## src/core/aio_consts.svh

```systemverilog
`ifndef AIO_CONSTS_SVH
`define AIO_CONSTS_SVH
// Register byte offsets
`define AIO_OFS_TO_CFG    8'h00
`define AIO_OFS_IN_FUNC   8'h04
`define AIO_OFS_SCALE     8'h08
`define AIO_OFS_SWEEP     8'h0c
`define AIO_OFS_LIM_FREQ  8'h10
`define AIO_OFS_LIM_CURR  8'h14
`define AIO_OFS_LIM_FB    8'h18
`define AIO_OFS_STATUS    8'h1c
`define AIO_OFS_IRQ_STAT  8'h20
`define AIO_OFS_IRQ_MASK  8'h24
`define AIO_OFS_RESULT    8'h28
// Reset values
`define AIO_RST_TO_CFG    32'h0000000a
`define AIO_RST_IN_FUNC   32'h00000721
`define AIO_RST_SCALE     32'h00c82800
`define AIO_RST_ZERO      32'h00000000
// Setting limits, analogue levels in 0.1 units
`define AIO_TO_SEC_MIN    7'h01
`define AIO_TO_SEC_MAX    7'h63
`define AIO_ACT_MAX       3'h5
`define AIO_V_SUP_MIN     8'h0a
`define AIO_I_SUP_MIN     8'h14
`define AIO_AO_SEL_MAX    4'hc
`define AIO_REL_SEL_MAX   5'h1a
`define AIO_REL_SEL_GAP   5'h15
`define AIO_AO_BASE_4MA   8'h28
`define AIO_AO_SPAN_0     16'h00c8
`define AIO_AO_SPAN_4     16'h00a0
`define AIO_PERMILLE      16'h03e8
`define AIO_TEMP_LO       16'h0014
`define AIO_TEMP_HI       16'h0064
`define AIO_DIV_STEPS     6'h20
// Timing
`define AIO_CLK_PERIOD_NS 10
`define AIO_SECOND_NS     1000000000
`endif

```

## src/core/aio_pkg.sv

```systemverilog
package aio_pkg;
  typedef enum logic [1:0] {
    AIO_DIV_IDLE = 2'b00,
    AIO_DIV_RUN = 2'b01,
    AIO_DIV_DONE = 2'b10
  } aio_div_state_t;
  typedef enum logic [1:0] {
    AIO_JOB_CUR_IN = 2'b00,
    AIO_JOB_AOUT = 2'b01,
    AIO_JOB_SWEEP = 2'b10
  } aio_job_t;
  typedef enum logic [3:0] {
    AIO_FN_NONE = 4'h0,
    AIO_FN_REF = 4'h1,
    AIO_FN_FB = 4'h2,
    AIO_FN_SWEEP = 4'ha
  } aio_in_fn_t;
endpackage

```

## src/core/aio_top.sv

```systemverilog
// Notes on behaviour
// - Current input at min scaling gives minimum
// - Current input at max scaling gives maximum
// - Time-out period 1 to 99 s, default 10
// - Below half minimum too long fires action
// - Supervise only above 1 V or 2 mA
// - Action codes 0 to 5, default none
// - Analogue time-out beats bus time-out
// - Sweep on current input: full scale equals delta frequency
// - Output source codes 0-12, odd 0-20 mA
// - Output proportional across the selected interval
// - Temperature 20 to 100 C spans output
// - Relay limit and window comparison codes
// - Relay closed while condition true
// - Relay follows control word bit 11
//
// Implementation choices: the placing of the registers and the Wishbone register port.
`include "aio_consts.svh"
`timescale 1ns/1ps
`default_nettype none
module aio_top #(
  parameter int SEC_CYCLES = `AIO_SECOND_NS / `AIO_CLK_PERIOD_NS
) (
  input wire logic SYS_CLK,
  input wire logic RST_N,
  input wire logic WB_CYC_I,
  input wire logic WB_STB_I,
  input wire logic WB_WE_I,
  input wire logic [7:0] WB_ADR_I,
  input wire logic [3:0] WB_SEL_I,
  input wire logic [31:0] WB_DAT_I,
  output logic [31:0] WB_DAT_O,
  output logic WB_ACK_O,
  input wire logic [7:0] VOLT_IN,
  input wire logic [7:0] CURR_IN,
  input wire logic [15:0] REF_VAL,
  input wire logic [15:0] REF_MIN,
  input wire logic [15:0] REF_MAX,
  input wire logic [15:0] FEEDBACK_VAL,
  input wire logic [15:0] FEEDBACK_FLOOR,
  input wire logic [15:0] FEEDBACK_CEILING,
  input wire logic [15:0] OUT_FREQ,
  input wire logic [15:0] FREQ_MAX,
  input wire logic [15:0] OUT_CURR,
  input wire logic [15:0] RATED_INVERTER_CURRENT,
  input wire logic [15:0] OUT_POWER,
  input wire logic [15:0] MOTOR_POWER,
  input wire logic [7:0] HEATSINK_TEMP,
  input wire logic [31:0] STATE_FLAGS,
  input wire logic [15:0] CTRL_WORD,
  input wire logic BUS_TIMEOUT,
  input wire logic [2:0] BUS_ACTION,
  output logic [15:0] CUR_IN_SCALED,
  output logic [15:0] SWEEP_DELTA_OUT,
  output logic [7:0] AO_LEVEL,
  output logic RELAY_ON,
  output logic [2:0] TIMEOUT_ACTION,
  output logic IRQ
);

  function automatic logic [31:0] merge(input logic [31:0] old, input logic [31:0] nw,
                                        input logic [3:0] sel);
    logic [31:0] m;
    m = old;
    for (int b = 0; b < 4; b++) begin
      if (sel[b]) m[8*b +: 8] = nw[8*b +: 8];
    end
    return m;
  endfunction

  ////////////////////////////////////////////////////////////////////////////
  // Wishbone slave

  logic ack_ff;
  logic [31:0] dat_ff;
  logic [31:0] to_cfg_ff, in_func_ff, scale_ff, sweep_ff;
  logic [31:0] lim_freq_ff, lim_curr_ff, lim_fb_ff;
  logic [2:0] irq_stat_ff, irq_mask_ff;
  logic [31:0] rd_data, wr_val;
  logic wb_hit, wb_wr;
  logic [1:0] lost_vec;
  logic relay_ff;
  logic [2:0] action_ff;
  logic [15:0] cur_scaled_ff;
  logic [7:0] ao_ff;

  assign wb_hit = WB_CYC_I && WB_STB_I && !ack_ff;
  assign wb_wr = wb_hit && WB_WE_I;

  always_comb begin
    wr_val = 32'h00000000;
    rd_data = 32'h00000000;
    case (WB_ADR_I)
      `AIO_OFS_TO_CFG: rd_data = to_cfg_ff;
      `AIO_OFS_IN_FUNC: rd_data = in_func_ff;
      `AIO_OFS_SCALE: rd_data = scale_ff;
      `AIO_OFS_SWEEP: rd_data = sweep_ff;
      `AIO_OFS_LIM_FREQ: rd_data = lim_freq_ff;
      `AIO_OFS_LIM_CURR: rd_data = lim_curr_ff;
      `AIO_OFS_LIM_FB: rd_data = lim_fb_ff;
      `AIO_OFS_STATUS: rd_data = {25'h0000000, action_ff, 1'b0, relay_ff, lost_vec};
      `AIO_OFS_IRQ_STAT: rd_data = {29'h00000000, irq_stat_ff};
      `AIO_OFS_IRQ_MASK: rd_data = {29'h00000000, irq_mask_ff};
      `AIO_OFS_RESULT: rd_data = {8'h00, ao_ff, cur_scaled_ff};
      default: rd_data = 32'h00000000;
    endcase
    wr_val = merge(rd_data, WB_DAT_I, WB_SEL_I);
  end

  always_ff @(posedge SYS_CLK or negedge RST_N) begin
    if (!RST_N) begin
      ack_ff <= 1'b0;
      dat_ff <= 32'h00000000;
    end else begin
      ack_ff <= wb_hit;
      dat_ff <= (wb_hit && !WB_WE_I) ? rd_data : 32'h00000000;
    end
  end

  // Invalid codes leave the whole register unchanged rather than half-applied
  always_ff @(posedge SYS_CLK or negedge RST_N) begin
    if (!RST_N) begin
      to_cfg_ff <= `AIO_RST_TO_CFG;
      in_func_ff <= `AIO_RST_IN_FUNC;
      scale_ff <= `AIO_RST_SCALE;
      sweep_ff <= `AIO_RST_ZERO;
      lim_freq_ff <= `AIO_RST_ZERO;
      lim_curr_ff <= `AIO_RST_ZERO;
      lim_fb_ff <= `AIO_RST_ZERO;
      irq_mask_ff <= 3'h0;
    end else if (wb_wr) begin
      case (WB_ADR_I)
        `AIO_OFS_TO_CFG:
          if (wr_val[6:0] >= `AIO_TO_SEC_MIN && wr_val[6:0] <= `AIO_TO_SEC_MAX &&
              wr_val[10:8] <= `AIO_ACT_MAX) begin
            to_cfg_ff <= {21'h000000, wr_val[10:8], 1'b0, wr_val[6:0]};
          end
        `AIO_OFS_IN_FUNC:
          if (wr_val[3:0] inside {4'h0, 4'h1, 4'h2, 4'ha} &&
              wr_val[7:4] inside {4'h0, 4'h1, 4'h2, 4'ha} &&
              wr_val[11:8] <= `AIO_AO_SEL_MAX && wr_val[20:16] <= `AIO_REL_SEL_MAX &&
              wr_val[20:16] != `AIO_REL_SEL_GAP) begin
            in_func_ff <= {11'h000, wr_val[20:16], 4'h0, wr_val[11:0]};
          end
        `AIO_OFS_SCALE: scale_ff <= {8'h00, wr_val[23:0]};
        `AIO_OFS_SWEEP: sweep_ff <= {16'h0000, wr_val[15:0]};
        `AIO_OFS_LIM_FREQ: lim_freq_ff <= wr_val;
        `AIO_OFS_LIM_CURR: lim_curr_ff <= wr_val;
        `AIO_OFS_LIM_FB: lim_fb_ff <= wr_val;
        `AIO_OFS_IRQ_MASK: irq_mask_ff <= wr_val[2:0];
        default: ;
      endcase
    end
  end

  assign WB_ACK_O = ack_ff;
  assign WB_DAT_O = dat_ff;

  wire [6:0] to_sec = to_cfg_ff[6:0];
  wire [2:0] to_action = to_cfg_ff[10:8];
  wire [3:0] volt_fn = in_func_ff[3:0];
  wire [3:0] cur_fn = in_func_ff[7:4];
  wire [3:0] ao_sel = in_func_ff[11:8];
  wire [4:0] relay_sel = in_func_ff[20:16];
  wire [7:0] volt_min = scale_ff[7:0];
  wire [7:0] cur_min = scale_ff[15:8];
  wire [7:0] cur_max = scale_ff[23:16];

  ////////////////////////////////////////////////////////////////////////////
  // Loss-of-signal supervision, one timer per analogue input

  logic [7:0] sig_lvl [2];
  logic [7:0] sig_min [2];
  logic [7:0] sup_thr [2];
  logic [3:0] sig_fn [2];
  logic [1:0] below_vec, sup_vec;

  assign sig_lvl[0] = VOLT_IN;
  assign sig_lvl[1] = CURR_IN;
  assign sig_min[0] = volt_min;
  assign sig_min[1] = cur_min;
  assign sup_thr[0] = `AIO_V_SUP_MIN;
  assign sup_thr[1] = `AIO_I_SUP_MIN;
  assign sig_fn[0] = volt_fn;
  assign sig_fn[1] = cur_fn;

  for (genvar i = 0; i < 2; i++) begin : g_to
    logic [26:0] cyc_ff;
    logic [6:0] sec_ff;
    logic lost_ff;
    // Only reference or feedback inputs with a usable floor are watched
    assign sup_vec[i] = (sig_fn[i] == aio_pkg::AIO_FN_REF || sig_fn[i] == aio_pkg::AIO_FN_FB)
                        && sig_min[i] > sup_thr[i];
    assign below_vec[i] = {1'b0, sig_lvl[i], 1'b0} < {2'b00, sig_min[i]};
    assign lost_vec[i] = lost_ff;
    always_ff @(posedge SYS_CLK or negedge RST_N) begin
      if (!RST_N) begin
        cyc_ff <= 27'h0000000;
        sec_ff <= 7'h00;
        lost_ff <= 1'b0;
      end else if (!sup_vec[i] || !below_vec[i]) begin
        cyc_ff <= 27'h0000000;
        sec_ff <= 7'h00;
        lost_ff <= 1'b0;
      end else if (sec_ff >= to_sec) begin
        lost_ff <= 1'b1;
      end else if (cyc_ff == 27'(SEC_CYCLES - 1)) begin
        cyc_ff <= 27'h0000000;
        sec_ff <= sec_ff + 7'h01;
      end else begin
        cyc_ff <= cyc_ff + 27'h0000001;
      end
    end
  end

  // Analogue loss outranks the bus watchdog even when both hit together
  always_ff @(posedge SYS_CLK or negedge RST_N) begin
    if (!RST_N) action_ff <= 3'h0;
    else if (|lost_vec) action_ff <= to_action;
    else if (BUS_TIMEOUT) action_ff <= BUS_ACTION;
    else action_ff <= 3'h0;
  end
  assign TIMEOUT_ACTION = action_ff;

  ////////////////////////////////////////////////////////////////////////////
  // Shared scaling divider: (x - lo) * span / (hi - lo), one job at a time

  aio_pkg::aio_div_state_t div_st_ff;
  aio_pkg::aio_job_t job_ff;
  logic [31:0] quo_ff;
  logic [16:0] rem_ff;
  logic [15:0] den_ff, base_ff;
  logic [5:0] step_ff;
  logic [15:0] j_x, j_lo, j_hi, j_span;
  logic [7:0] j_base;
  logic [16:0] rem_sh;
  logic [15:0] sweep_ff_o;

  always_comb begin
    j_x = {8'h00, CURR_IN};
    j_lo = {8'h00, cur_min};
    j_hi = {8'h00, cur_max};
    j_span = `AIO_PERMILLE;
    j_base = 8'h00;
    if (job_ff == aio_pkg::AIO_JOB_SWEEP) begin
      j_span = sweep_ff[15:0];
    end else if (job_ff == aio_pkg::AIO_JOB_AOUT) begin
      j_base = ao_sel[0] ? 8'h00 : `AIO_AO_BASE_4MA;
      j_span = ao_sel[0] ? `AIO_AO_SPAN_0 : `AIO_AO_SPAN_4;
      case (ao_sel)
        4'h1, 4'h2: begin j_x = REF_VAL; j_lo = REF_MIN; j_hi = REF_MAX; end
        4'h3, 4'h4: begin j_x = FEEDBACK_VAL; j_lo = FEEDBACK_FLOOR; j_hi = FEEDBACK_CEILING; end
        4'h5, 4'h6: begin j_x = OUT_FREQ; j_lo = 16'h0000; j_hi = FREQ_MAX; end
        4'h7, 4'h8: begin j_x = OUT_CURR; j_lo = 16'h0000; j_hi = RATED_INVERTER_CURRENT; end
        4'h9, 4'ha: begin j_x = OUT_POWER; j_lo = 16'h0000; j_hi = MOTOR_POWER; end
        4'hb, 4'hc: begin
          j_x = {8'h00, HEATSINK_TEMP};
          j_lo = `AIO_TEMP_LO;
          j_hi = `AIO_TEMP_HI;
        end
        default: begin j_x = 16'h0000; j_lo = 16'h0000; j_hi = 16'h0000; j_span = 16'h0000; end
      endcase
    end
  end

  assign rem_sh = {rem_ff[15:0], quo_ff[31]};

  // Division is spread over 32 cycles: an input change may take up to 140 cycles to show
  always_ff @(posedge SYS_CLK or negedge RST_N) begin
    if (!RST_N) begin
      div_st_ff <= aio_pkg::AIO_DIV_IDLE;
      job_ff <= aio_pkg::AIO_JOB_CUR_IN;
      quo_ff <= 32'h00000000;
      rem_ff <= 17'h00000;
      den_ff <= 16'h0000;
      base_ff <= 16'h0000;
      step_ff <= 6'h00;
    end else begin
      case (div_st_ff)
        aio_pkg::AIO_DIV_IDLE: begin
          base_ff <= {8'h00, j_base};
          rem_ff <= 17'h00000;
          den_ff <= j_hi - j_lo;
          step_ff <= 6'h00;
          if (j_x <= j_lo) begin
            quo_ff <= 32'h00000000;
            div_st_ff <= aio_pkg::AIO_DIV_DONE;
          end else if (j_x >= j_hi) begin
            quo_ff <= {16'h0000, j_span};
            div_st_ff <= aio_pkg::AIO_DIV_DONE;
          end else begin
            quo_ff <= {16'h0000, j_x - j_lo} * {16'h0000, j_span};
            div_st_ff <= aio_pkg::AIO_DIV_RUN;
          end
        end
        aio_pkg::AIO_DIV_RUN: begin
          if (rem_sh >= {1'b0, den_ff}) begin
            rem_ff <= rem_sh - {1'b0, den_ff};
            quo_ff <= {quo_ff[30:0], 1'b1};
          end else begin
            rem_ff <= rem_sh;
            quo_ff <= {quo_ff[30:0], 1'b0};
          end
          step_ff <= step_ff + 6'h01;
          if (step_ff == `AIO_DIV_STEPS - 6'h01) div_st_ff <= aio_pkg::AIO_DIV_DONE;
        end
        aio_pkg::AIO_DIV_DONE: begin
          div_st_ff <= aio_pkg::AIO_DIV_IDLE;
          job_ff <= (job_ff == aio_pkg::AIO_JOB_SWEEP) ? aio_pkg::AIO_JOB_CUR_IN :
                    aio_pkg::aio_job_t'(job_ff + 2'h1);
        end
        default: div_st_ff <= aio_pkg::AIO_DIV_IDLE;
      endcase
    end
  end

  wire div_done = div_st_ff == aio_pkg::AIO_DIV_DONE;

  always_ff @(posedge SYS_CLK or negedge RST_N) begin
    if (!RST_N) begin
      cur_scaled_ff <= 16'h0000;
      ao_ff <= 8'h00;
      sweep_ff_o <= 16'h0000;
    end else if (div_done) begin
      if (job_ff == aio_pkg::AIO_JOB_CUR_IN) cur_scaled_ff <= quo_ff[15:0];
      if (job_ff == aio_pkg::AIO_JOB_AOUT) begin
        ao_ff <= (ao_sel == 4'h0) ? 8'h00 : 8'(base_ff + quo_ff[15:0]);
      end
      if (job_ff == aio_pkg::AIO_JOB_SWEEP) begin
        sweep_ff_o <= (cur_fn == aio_pkg::AIO_FN_SWEEP) ? quo_ff[15:0] : 16'h0000;
      end
    end
  end
  assign CUR_IN_SCALED = cur_scaled_ff;
  assign AO_LEVEL = ao_ff;
  assign SWEEP_DELTA_OUT = sweep_ff_o;

  ////////////////////////////////////////////////////////////////////////////
  // Relay condition

  logic relay_cond;
  wire [15:0] f_lo = lim_freq_ff[15:0];
  wire [15:0] f_hi = lim_freq_ff[31:16];
  wire [15:0] i_lo = lim_curr_ff[15:0];
  wire [15:0] i_hi = lim_curr_ff[31:16];
  wire [15:0] feedback_low_warning_level = lim_fb_ff[15:0];
  wire [15:0] feedback_high_warning_level = lim_fb_ff[31:16];

  always_comb begin
    case (relay_sel)
      5'h00: relay_cond = 1'b0;
      5'h0b: relay_cond = OUT_FREQ > f_lo;
      5'h0c: relay_cond = OUT_FREQ < f_hi;
      5'h0d: relay_cond = OUT_CURR > i_lo;
      5'h0e: relay_cond = OUT_CURR < i_hi;
      5'h0f: relay_cond = FEEDBACK_VAL > feedback_low_warning_level;
      5'h10: relay_cond = FEEDBACK_VAL < feedback_high_warning_level;
      5'h16: relay_cond = OUT_FREQ < f_lo || OUT_FREQ > f_hi;
      5'h17: relay_cond = OUT_CURR < i_lo || OUT_CURR > i_hi;
      5'h18: relay_cond = FEEDBACK_VAL < feedback_low_warning_level ||
                          FEEDBACK_VAL > feedback_high_warning_level;
      5'h1a: relay_cond = CTRL_WORD[11];
      default: relay_cond = STATE_FLAGS[relay_sel];
    endcase
  end

  always_ff @(posedge SYS_CLK or negedge RST_N) begin
    if (!RST_N) relay_ff <= 1'b0;
    else relay_ff <= relay_cond;
  end
  assign RELAY_ON = relay_ff;

  ////////////////////////////////////////////////////////////////////////////
  // Interrupts: a new event wins over a same-cycle write-one-to-clear

  logic [1:0] lost_d_ff;
  logic relay_d_ff, irq_ff;
  logic [2:0] ev;
  assign ev = {relay_ff ^ relay_d_ff, lost_vec & ~lost_d_ff};

  always_ff @(posedge SYS_CLK or negedge RST_N) begin
    if (!RST_N) begin
      lost_d_ff <= 2'h0;
      relay_d_ff <= 1'b0;
      irq_stat_ff <= 3'h0;
      irq_ff <= 1'b0;
    end else begin
      lost_d_ff <= lost_vec;
      relay_d_ff <= relay_ff;
      irq_stat_ff <= (irq_stat_ff & ~((wb_wr && WB_ADR_I == `AIO_OFS_IRQ_STAT) ?
                     wr_val[2:0] : 3'h0)) | ev;
      irq_ff <= |(irq_stat_ff & irq_mask_ff);
    end
  end
  assign IRQ = irq_ff;
endmodule
`default_nettype wire

```

## config.mk

```make
export PLATFORM = sky130hd
export DESIGN_NAME = aio_top
export DESIGN_NICKNAME = d
export VERILOG_FILES = /design/src/core/aio_pkg.sv /design/src/core/aio_top.sv
export VERILOG_INCLUDE_DIRS = /design/src /design/src/core
export SDC_FILE = /design/constraint.sdc
export NUM_CORES = 2
export LEC_CHECK = 0
export BUFFER_PORTS_ARGS = -buffer_cell sky130_fd_sc_hd__buf_2
export CORE_MARGIN = 10
export CORE_UTILIZATION = 32
export DETAILED_ROUTE_END_ITERATION = 6
export HOLD_SLACK_MARGIN = 0.02
export PLACE_DENSITY = 0.48
export SYNTH_ARGS = -nofsm -noshare
export SYNTH_HDL_FRONTEND = slang
export SYNTH_SLANG_ARGS = --single-unit
```

## constraint.sdc

```tcl
create_clock -name SYS_CLK -period 10.73 [get_ports SYS_CLK]
set_input_delay 0 -clock SYS_CLK [delete_from_list [all_inputs] [get_ports SYS_CLK]]
set_output_delay 0 -clock SYS_CLK [all_outputs]
set_load 0.02 [all_outputs]
```

Word level (Yosys, flattened, before mapping)
Cells that the tools add are included.
{"block": "word_totals", "reg_bits": 402, "input_bits": 317}
{"block": "classes", "n_mux": 58, "bitwise": 7, "multipliers": 1, "reduce_logical": 62, "n_addsub": 10, "n_eq_ne": 54, "magnitude_cmp": 27}
{"cell": "$pmux 32 s11", "count": 1}
{"cell": "$pmux 16 s6", "count": 2}
{"cell": "$mux 27", "count": 6}
{"cell": "$mux 16", "count": 9}
{"cell": "$gt 16x16->1", "count": 6}
{"cell": "$lt 16x16->1", "count": 6}
{"cell": "$mux 32", "count": 3}
{"cell": "$pmux 32 s2", "count": 1}
{"cell": "$add 27x1->27 const B", "count": 2}
{"cell": "$eq 27x27->1 const B", "count": 2}
{"cell": "$mux 7", "count": 7}
{"cell": "$mux 8", "count": 6}
{"cell": "$pmux 16 s3", "count": 1}
{"cell": "$sub 16x16->16", "count": 3}
{"cell": "$eq 4x4->1 const B", "count": 8}
{"cell": "$eq 8x5->1 const B", "count": 4}
{"cell": "$mul 16x16->32", "count": 1}
{"cell": "$pmux 16 s2", "count": 1}
{"cell": "$eq 5x4->1 const B", "count": 5}
{"cell": "$eq 5x5->1 const B", "count": 5}
{"cell": "$eq 4x2->1 const B", "count": 6}
{"cell": "$eq 8x6->1 const B", "count": 3}
{"cell": "$reduce_and 2->1", "count": 11}
{"cell": "$eq 4x1->1 const B", "count": 5}
{"cell": "53 further kinds", "count": 115}

Longest topological paths before layout
{"block": "logic_depth", "word_depth": 10, "depth_mapped": 43, "mapped_depth_nobuf": 40}

Least setup slack after synthesis
No wires, ideal clock.
{"block": "synth_timing", "kind": "reg2reg", "start": "reg in_func_ff[10]", "end": "reg quo_ff[30]", "stages_incl_launch_ff": 41, "arrival_time_ns": 9.697, "t_required_ns": 10.603, "path_buffers": 4, "path_slack_ns": 0.906, "setup_time_ns": 0.127, "synth_period_minus_slack_ns": 9.824, "cell_sequence": "dfstp_2 > clkbuf_1 > buf_2 > nand2_1 > o21ai_0 > clkbuf_1 > clkbuf_1 > a22oi_1 > a31oi_1 > a21oi_1 > ha_1 > fa_1 > inv_1 > o21ai_0 > o21a_1 > o21a_1 > o21bai_2 > xor2_1 > [... 5 more ...] > inv_1 > fa_1 > inv_1 > fa_1 > inv_1 > fa_1 > inv_1 > ha_1 > a21oi_1 > o21ai_0 > a21o_1 > a221oi_2 > o21ai_1 > a2111o_1 > a31oi_1 > nor3_1 > a311oi_1 > o21ai_1"}
{"block": "synth_between", "elab_chain_cells": 10, "elab_cells_between_ends": 38, "classes_between": "1 x add/sub; 1 x mul; 2 x order compare; 12 x eq/ne; 15 x mux; 7 x reduce/logical"}
{"element": "from (decl)", "line": "aio_top.sv:76", "source": "logic [31:0] to_cfg_ff, in_func_ff, scale_ff, sweep_ff;"}
{"element": "from (signal assigned)", "line": "aio_top.sv:124", "source": "in_func_ff <= `AIO_RST_IN_FUNC;"}
{"element": "from (signal assigned)", "line": "aio_top.sv:143", "source": "in_func_ff <= {11'h000, wr_val[20:16], 4'h0, wr_val[11:0]};"}
{"element": "$eq 4x4->1 (tied with other cells)", "line": "aio_top.sv:250", "source": "case (ao_sel)"}
{"element": "$reduce_or 2->1"}
{"element": "$pmux 16 s6 / $pmux 16 s3 (equally long branches)", "line": "aio_top.sv:250"}
{"element": "$mux 16", "line": "aio_top.sv:247", "source": "end else if (job_ff == aio_pkg::AIO_JOB_AOUT) begin"}
{"element": "$mux 16", "line": "aio_top.sv:245", "source": "if (job_ff == aio_pkg::AIO_JOB_SWEEP) begin"}
{"element": "$sub 16x16->16", "line": "aio_top.sv:292", "source": "quo_ff <= {16'h0000, j_x - j_lo} * {16'h0000, j_span};"}
{"element": "$mul 16x16->32", "line": "aio_top.sv:292"}
{"element": "$mux 32", "line": "aio_top.sv:288", "source": "end else if (j_x >= j_hi) begin"}
{"element": "$mux 32 *", "line": "aio_top.sv:285", "source": "if (j_x <= j_lo) begin"}
{"element": "$pmux 32 s2 *", "line": "aio_top.sv:279", "source": "case (div_st_ff)"}
{"element": "to (signal assigned)", "line": "aio_top.sv:289", "source": "quo_ff <= {16'h0000, j_span};"}
{"element": "to (signal assigned)", "line": "aio_top.sv:292"}
{"element": "to (signal assigned)", "line": "aio_top.sv:299", "source": "quo_ff <= {quo_ff[30:0], 1'b1};"}
{"element": "to (decl)", "line": "aio_top.sv:230", "source": "logic [31:0] quo_ff;"}
Every way passes the cells marked *; elsewhere a longest branch is shown, timed or not.
A chain may end at the register's enable or synchronous reset.

Worst setup path after layout
{"block": "layout_timing", "start": "reg in_func_ff[8]", "end": "reg quo_ff[30]"}
The elaborated chain is that of the path after synthesis.

==> summary.txt <==
Least-Margin Pin Slew -> 1.08 ns
Crit share post-route -> 0.948
Layout Skew -> 0.0678 ns
Synthesized flop and latch total -> 395
Initial Utilization -> 0.321
Final-layout fill cell count -> 11,100
GRT overflow -> 0
Final Critical Period -> 10.18 ns
Slowest cell on crit path -> fa_1
Most common flop cell mapped by yosys -> dfrtp_1
Largest net degree at the start of global routing -> 145
Crit end category -> flop
DRC -> 4
CTS tree -> yes
Yosys warning total -> 0
Worst path required time -> 11.22 ns
Routed Antenna Nets -> 0
Hold_sp -> WB_ADR_I[6]
Fmax -> 98.3 MHz
Die height -> 347 um
Reg-to-reg endpoint -> quo_ff[30]
WS Path Type -> flop to flop
Post-route setup TNS -> 0 ns
Multi-input logic area -> 0.0221 mm^2
Post-Syn Instances -> 3,915
Post-synth ARST share -> 1.00
Insertion delay to the later sink of the worst-skew pair -> 0.67 ns
Most common cell after layout, fill and taps aside -> nand2_1
WP buf/inv -> 8
Layout cells sized above 1 -> 0.162
Ports -> 395
Final hold vios -> 0
Post-synthesis sequential area ratio -> 0.289
Number of global-route vias before repair -> 31,400
Htree depth -> 2
Root buf cell -> clkbuf_16
Initial antenna violation count -> 13
Worst setup SP type -> flop
End of the worst hold path -> WB_DAT_O[20]
Final #Nets -> 5,155
Hold path cells -> 4
Final Slew Violations -> 0
Post-synth EDFFs -> 0
Syn_nets -> 4,726
Max-slew headroom -> 0.275
CP delay by family, top -> adder cells
WL/cell -> 24.5 um
Violated checks -> DRC
Max-Cap Viols -> 0
Post-Route WL -> 142,000 um
Max Root-Sink Buffers -> 3
R2R Setup Slk -> 0.55 ns
Placeable Area -> 0.107 mm^2
Finish-stage setup viols -> 0
Sequential cell area -> 0.00991 mm^2
Port Buf Inserts -> 379
Critical Path AT -> 10.67 ns
Post-DP HPWL -> 112,000 um
Unrepaired setup endpoints after global routing -> no
Most frequent cells in the layout -> nand2_1, inv_1, dfrtp_1, buf_2, o21ai_0
First-pass GRT wire length -> 210,000 um
Synthesized area per cell -> 8.76 um^2
Cell variety after synth -> 101
Register-to-Register Path Depth -> 39
DIE AREA -> 0.121 mm^2
R2r startpoint -> in_func_ff[8]
Die Span X -> 347 um
Mapped Area -> 0.0343 mm^2
GRT Total Usage -> 0.229
Via count -> 31,100
Clk sinks -> 395
Worst-path clk slew -> 0.07 ns
Syn-to-layout area delta -> 18.4%
Critical Path Fanout Max -> 30
Worst Hold Class -> primary input to flop
Outcome -> complete, but fails checks
CTS buffer count -> 50
Num rows -> 120
First DRT Iteration DRCs -> 2,873
Final GP Congestion -> 0.957
Avg Vias per Cell -> 5.37
Most used cell, CP -> fa_1
1st-pass router iterations -> 7
Largest stage delay, worst path -> 0.55 ns
==> final cells by class <==
type	count	share of cell area
Multi-Input combinational cell	2895	0.545
Sequential cell	395	0.244
Timing Repair Buffer	546	0.0823
Tap cell	1403	0.0432
Inverter	456	0.0421
Clock buffer	71	0.0355
Clock inverter	20	0.00829
Antenna cell	3	0.000185
==> registers in the layout (all words and copies together) (netlist names), 3 cells and up <==
name / flops
g_to.cyc_ff: 54
WB_DAT_O: 32
lim_curr_ff: 32
lim_fb_ff: 32
lim_freq_ff: 32
quo_ff: 32
scale_ff: 24
in_func_ff: 17
CUR_IN_SCALED: 16
SWEEP_DELTA_OUT: 16
den_ff: 16
rem_ff: 16
sweep_ff: 16
g_to.sec_ff: 14
to_cfg_ff: 10
AO_LEVEL: 8
step_ff: 6
TIMEOUT_ACTION: 3
irq_mask_ff: 3
irq_stat_ff: 3
==> what timing repair did <==
action | 4_1_cts | 5_1_grt
buffers inserted | 0 | 6
endpoints found under the hold margin | 245 | 0
resized for setup | 0 | 15
setup endpoints to repair | 0 | 9
hold buffers | 55 | 0
==> kinds of logic (layout without fill, tap and decap cells) <==
| logic type | Yosys count | in the layout | synth area share |
|---|---|---|---|
| other cells | 0 | 3 | 0 |
| xor+xnor | 99 | 99 | 0.0255 |
| buf+inv | 626 | 1093 | 0.0705 |
| simple gates | 1190 | 1191 | 0.161 |
| fa+ha+maj | 495 | 495 | 0.224 |
| flops | 395 | 395 | 0.289 |
| compound gates | 977 | 977 | 0.185 |
| mux | 133 | 133 | 0.0457 |
==> worst register-to-register path: cells and delay by family (launching register included) <==
family	cells	cell delay (ns)
adders and majority gates	8	3.68
AOI/OAI and AO/OA	14	3.35
DFF	1	0.54
buffers and inverters	8	1.07
xor gates and xnor gates	1	0.40
and+or+nand+nor	8	1.00
==> metal layers <==
metal,vias up,GRT usage,routed length (um)
met2,1118,0.352,61300
met5,-,0,61
met4,10,0.0679,4760
met3,228,0.0535,11400
li1,14400,-,-
met1,15300,0.317,64300
==> cell usage after synthesis (11+ instances only) <==
| cell type | instances | area, um^2 |
|---|---|---|
| a211oi_1 | 12 | 90.1 |
| a21o_1 | 66 | 495 |
| a21oi_1 | 172 | 861 |
| a221oi_1 | 13 | 114 |
| a222oi_1 | 19 | 190 |
| a22o_1 | 53 | 464 |
| a22oi_1 | 99 | 743 |
| a31oi_1 | 34 | 213 |
| and2_1 | 28 | 175 |
| and3_1 | 24 | 150 |
| buf_1 | 13 | 48.8 |
| buf_2 | 11 | 55.1 |
| clkbuf_1 | 138 | 518 |
| dfrtp_1 | 383 | 9580 |
| dfstp_2 | 12 | 315 |
| fa_1 | 197 | 3940 |
| ha_1 | 297 | 3720 |
| inv_1 | 456 | 1710 |
| mux2_2 | 39 | 439 |
| mux2i_1 | 74 | 741 |
| mux4_2 | 12 | 270 |
| nand2_1 | 501 | 1880 |
| nand2b_1 | 26 | 163 |
| nand3_1 | 82 | 410 |
| nand4_1 | 47 | 294 |
| nor2_1 | 269 | 1010 |
| nor2b_1 | 45 | 282 |
| nor3_1 | 51 | 255 |
| nor4_1 | 16 | 100 |
| o21a_1 | 36 | 270 |
| o21ai_0 | 307 | 1540 |
| o21ai_1 | 11 | 55.1 |
| o22ai_1 | 12 | 75.1 |
| o31ai_1 | 26 | 195 |
| or2_2 | 16 | 100 |
| or3_1 | 35 | 219 |
| xnor2_1 | 55 | 482 |
| xor2_1 | 43 | 377 |
==> how the worst max path moves through the flow <==
| stage | depth (start not counted) | from | endpoint |
|---|---|---|---|
| 2_1_floorplan | 40 | in_func_ff[10] | quo_ff[30] |
| 3_3_place_gp | 39 | in_func_ff[10] | quo_ff[30] |
| 3_5_place_dp | 37 | in_func_ff[11] | quo_ff[30] |
| 4_1_cts | 39 | in_func_ff[10] | quo_ff[30] |
| 5_1_grt | 41 | in_func_ff[9] | quo_ff[30] |
| 6_report | 39 | in_func_ff[8] | quo_ff[30] |
==> stage by stage <==
| stage | setup slack (ns) | instance area [um^2] | util | hold slack [ns] | std cells |
|---|---|---|---|---|---|
| floorplan | 0.906 | 34300 | - | -0.296 | 3915 |
| global placement | 0.504 | 38100 | 0.357 | 0.0611 | 5633 |
| detailed placement | 0.432 | 38100 | 0.357 | 0.0668 | 5633 |
| CTS | 0.329 | 40500 | 0.379 | 0.0248 | 5779 |
| global route | 0.0149 | 40600 | 0.380 | 0.0711 | 5786 |
| finish | 0.553 | 40600 | 0.380 | 0.0562 | 5789 |
Power is not shown: default switching activity piles up to over one toggle a cycle in this logic, so the estimate is an artifact.
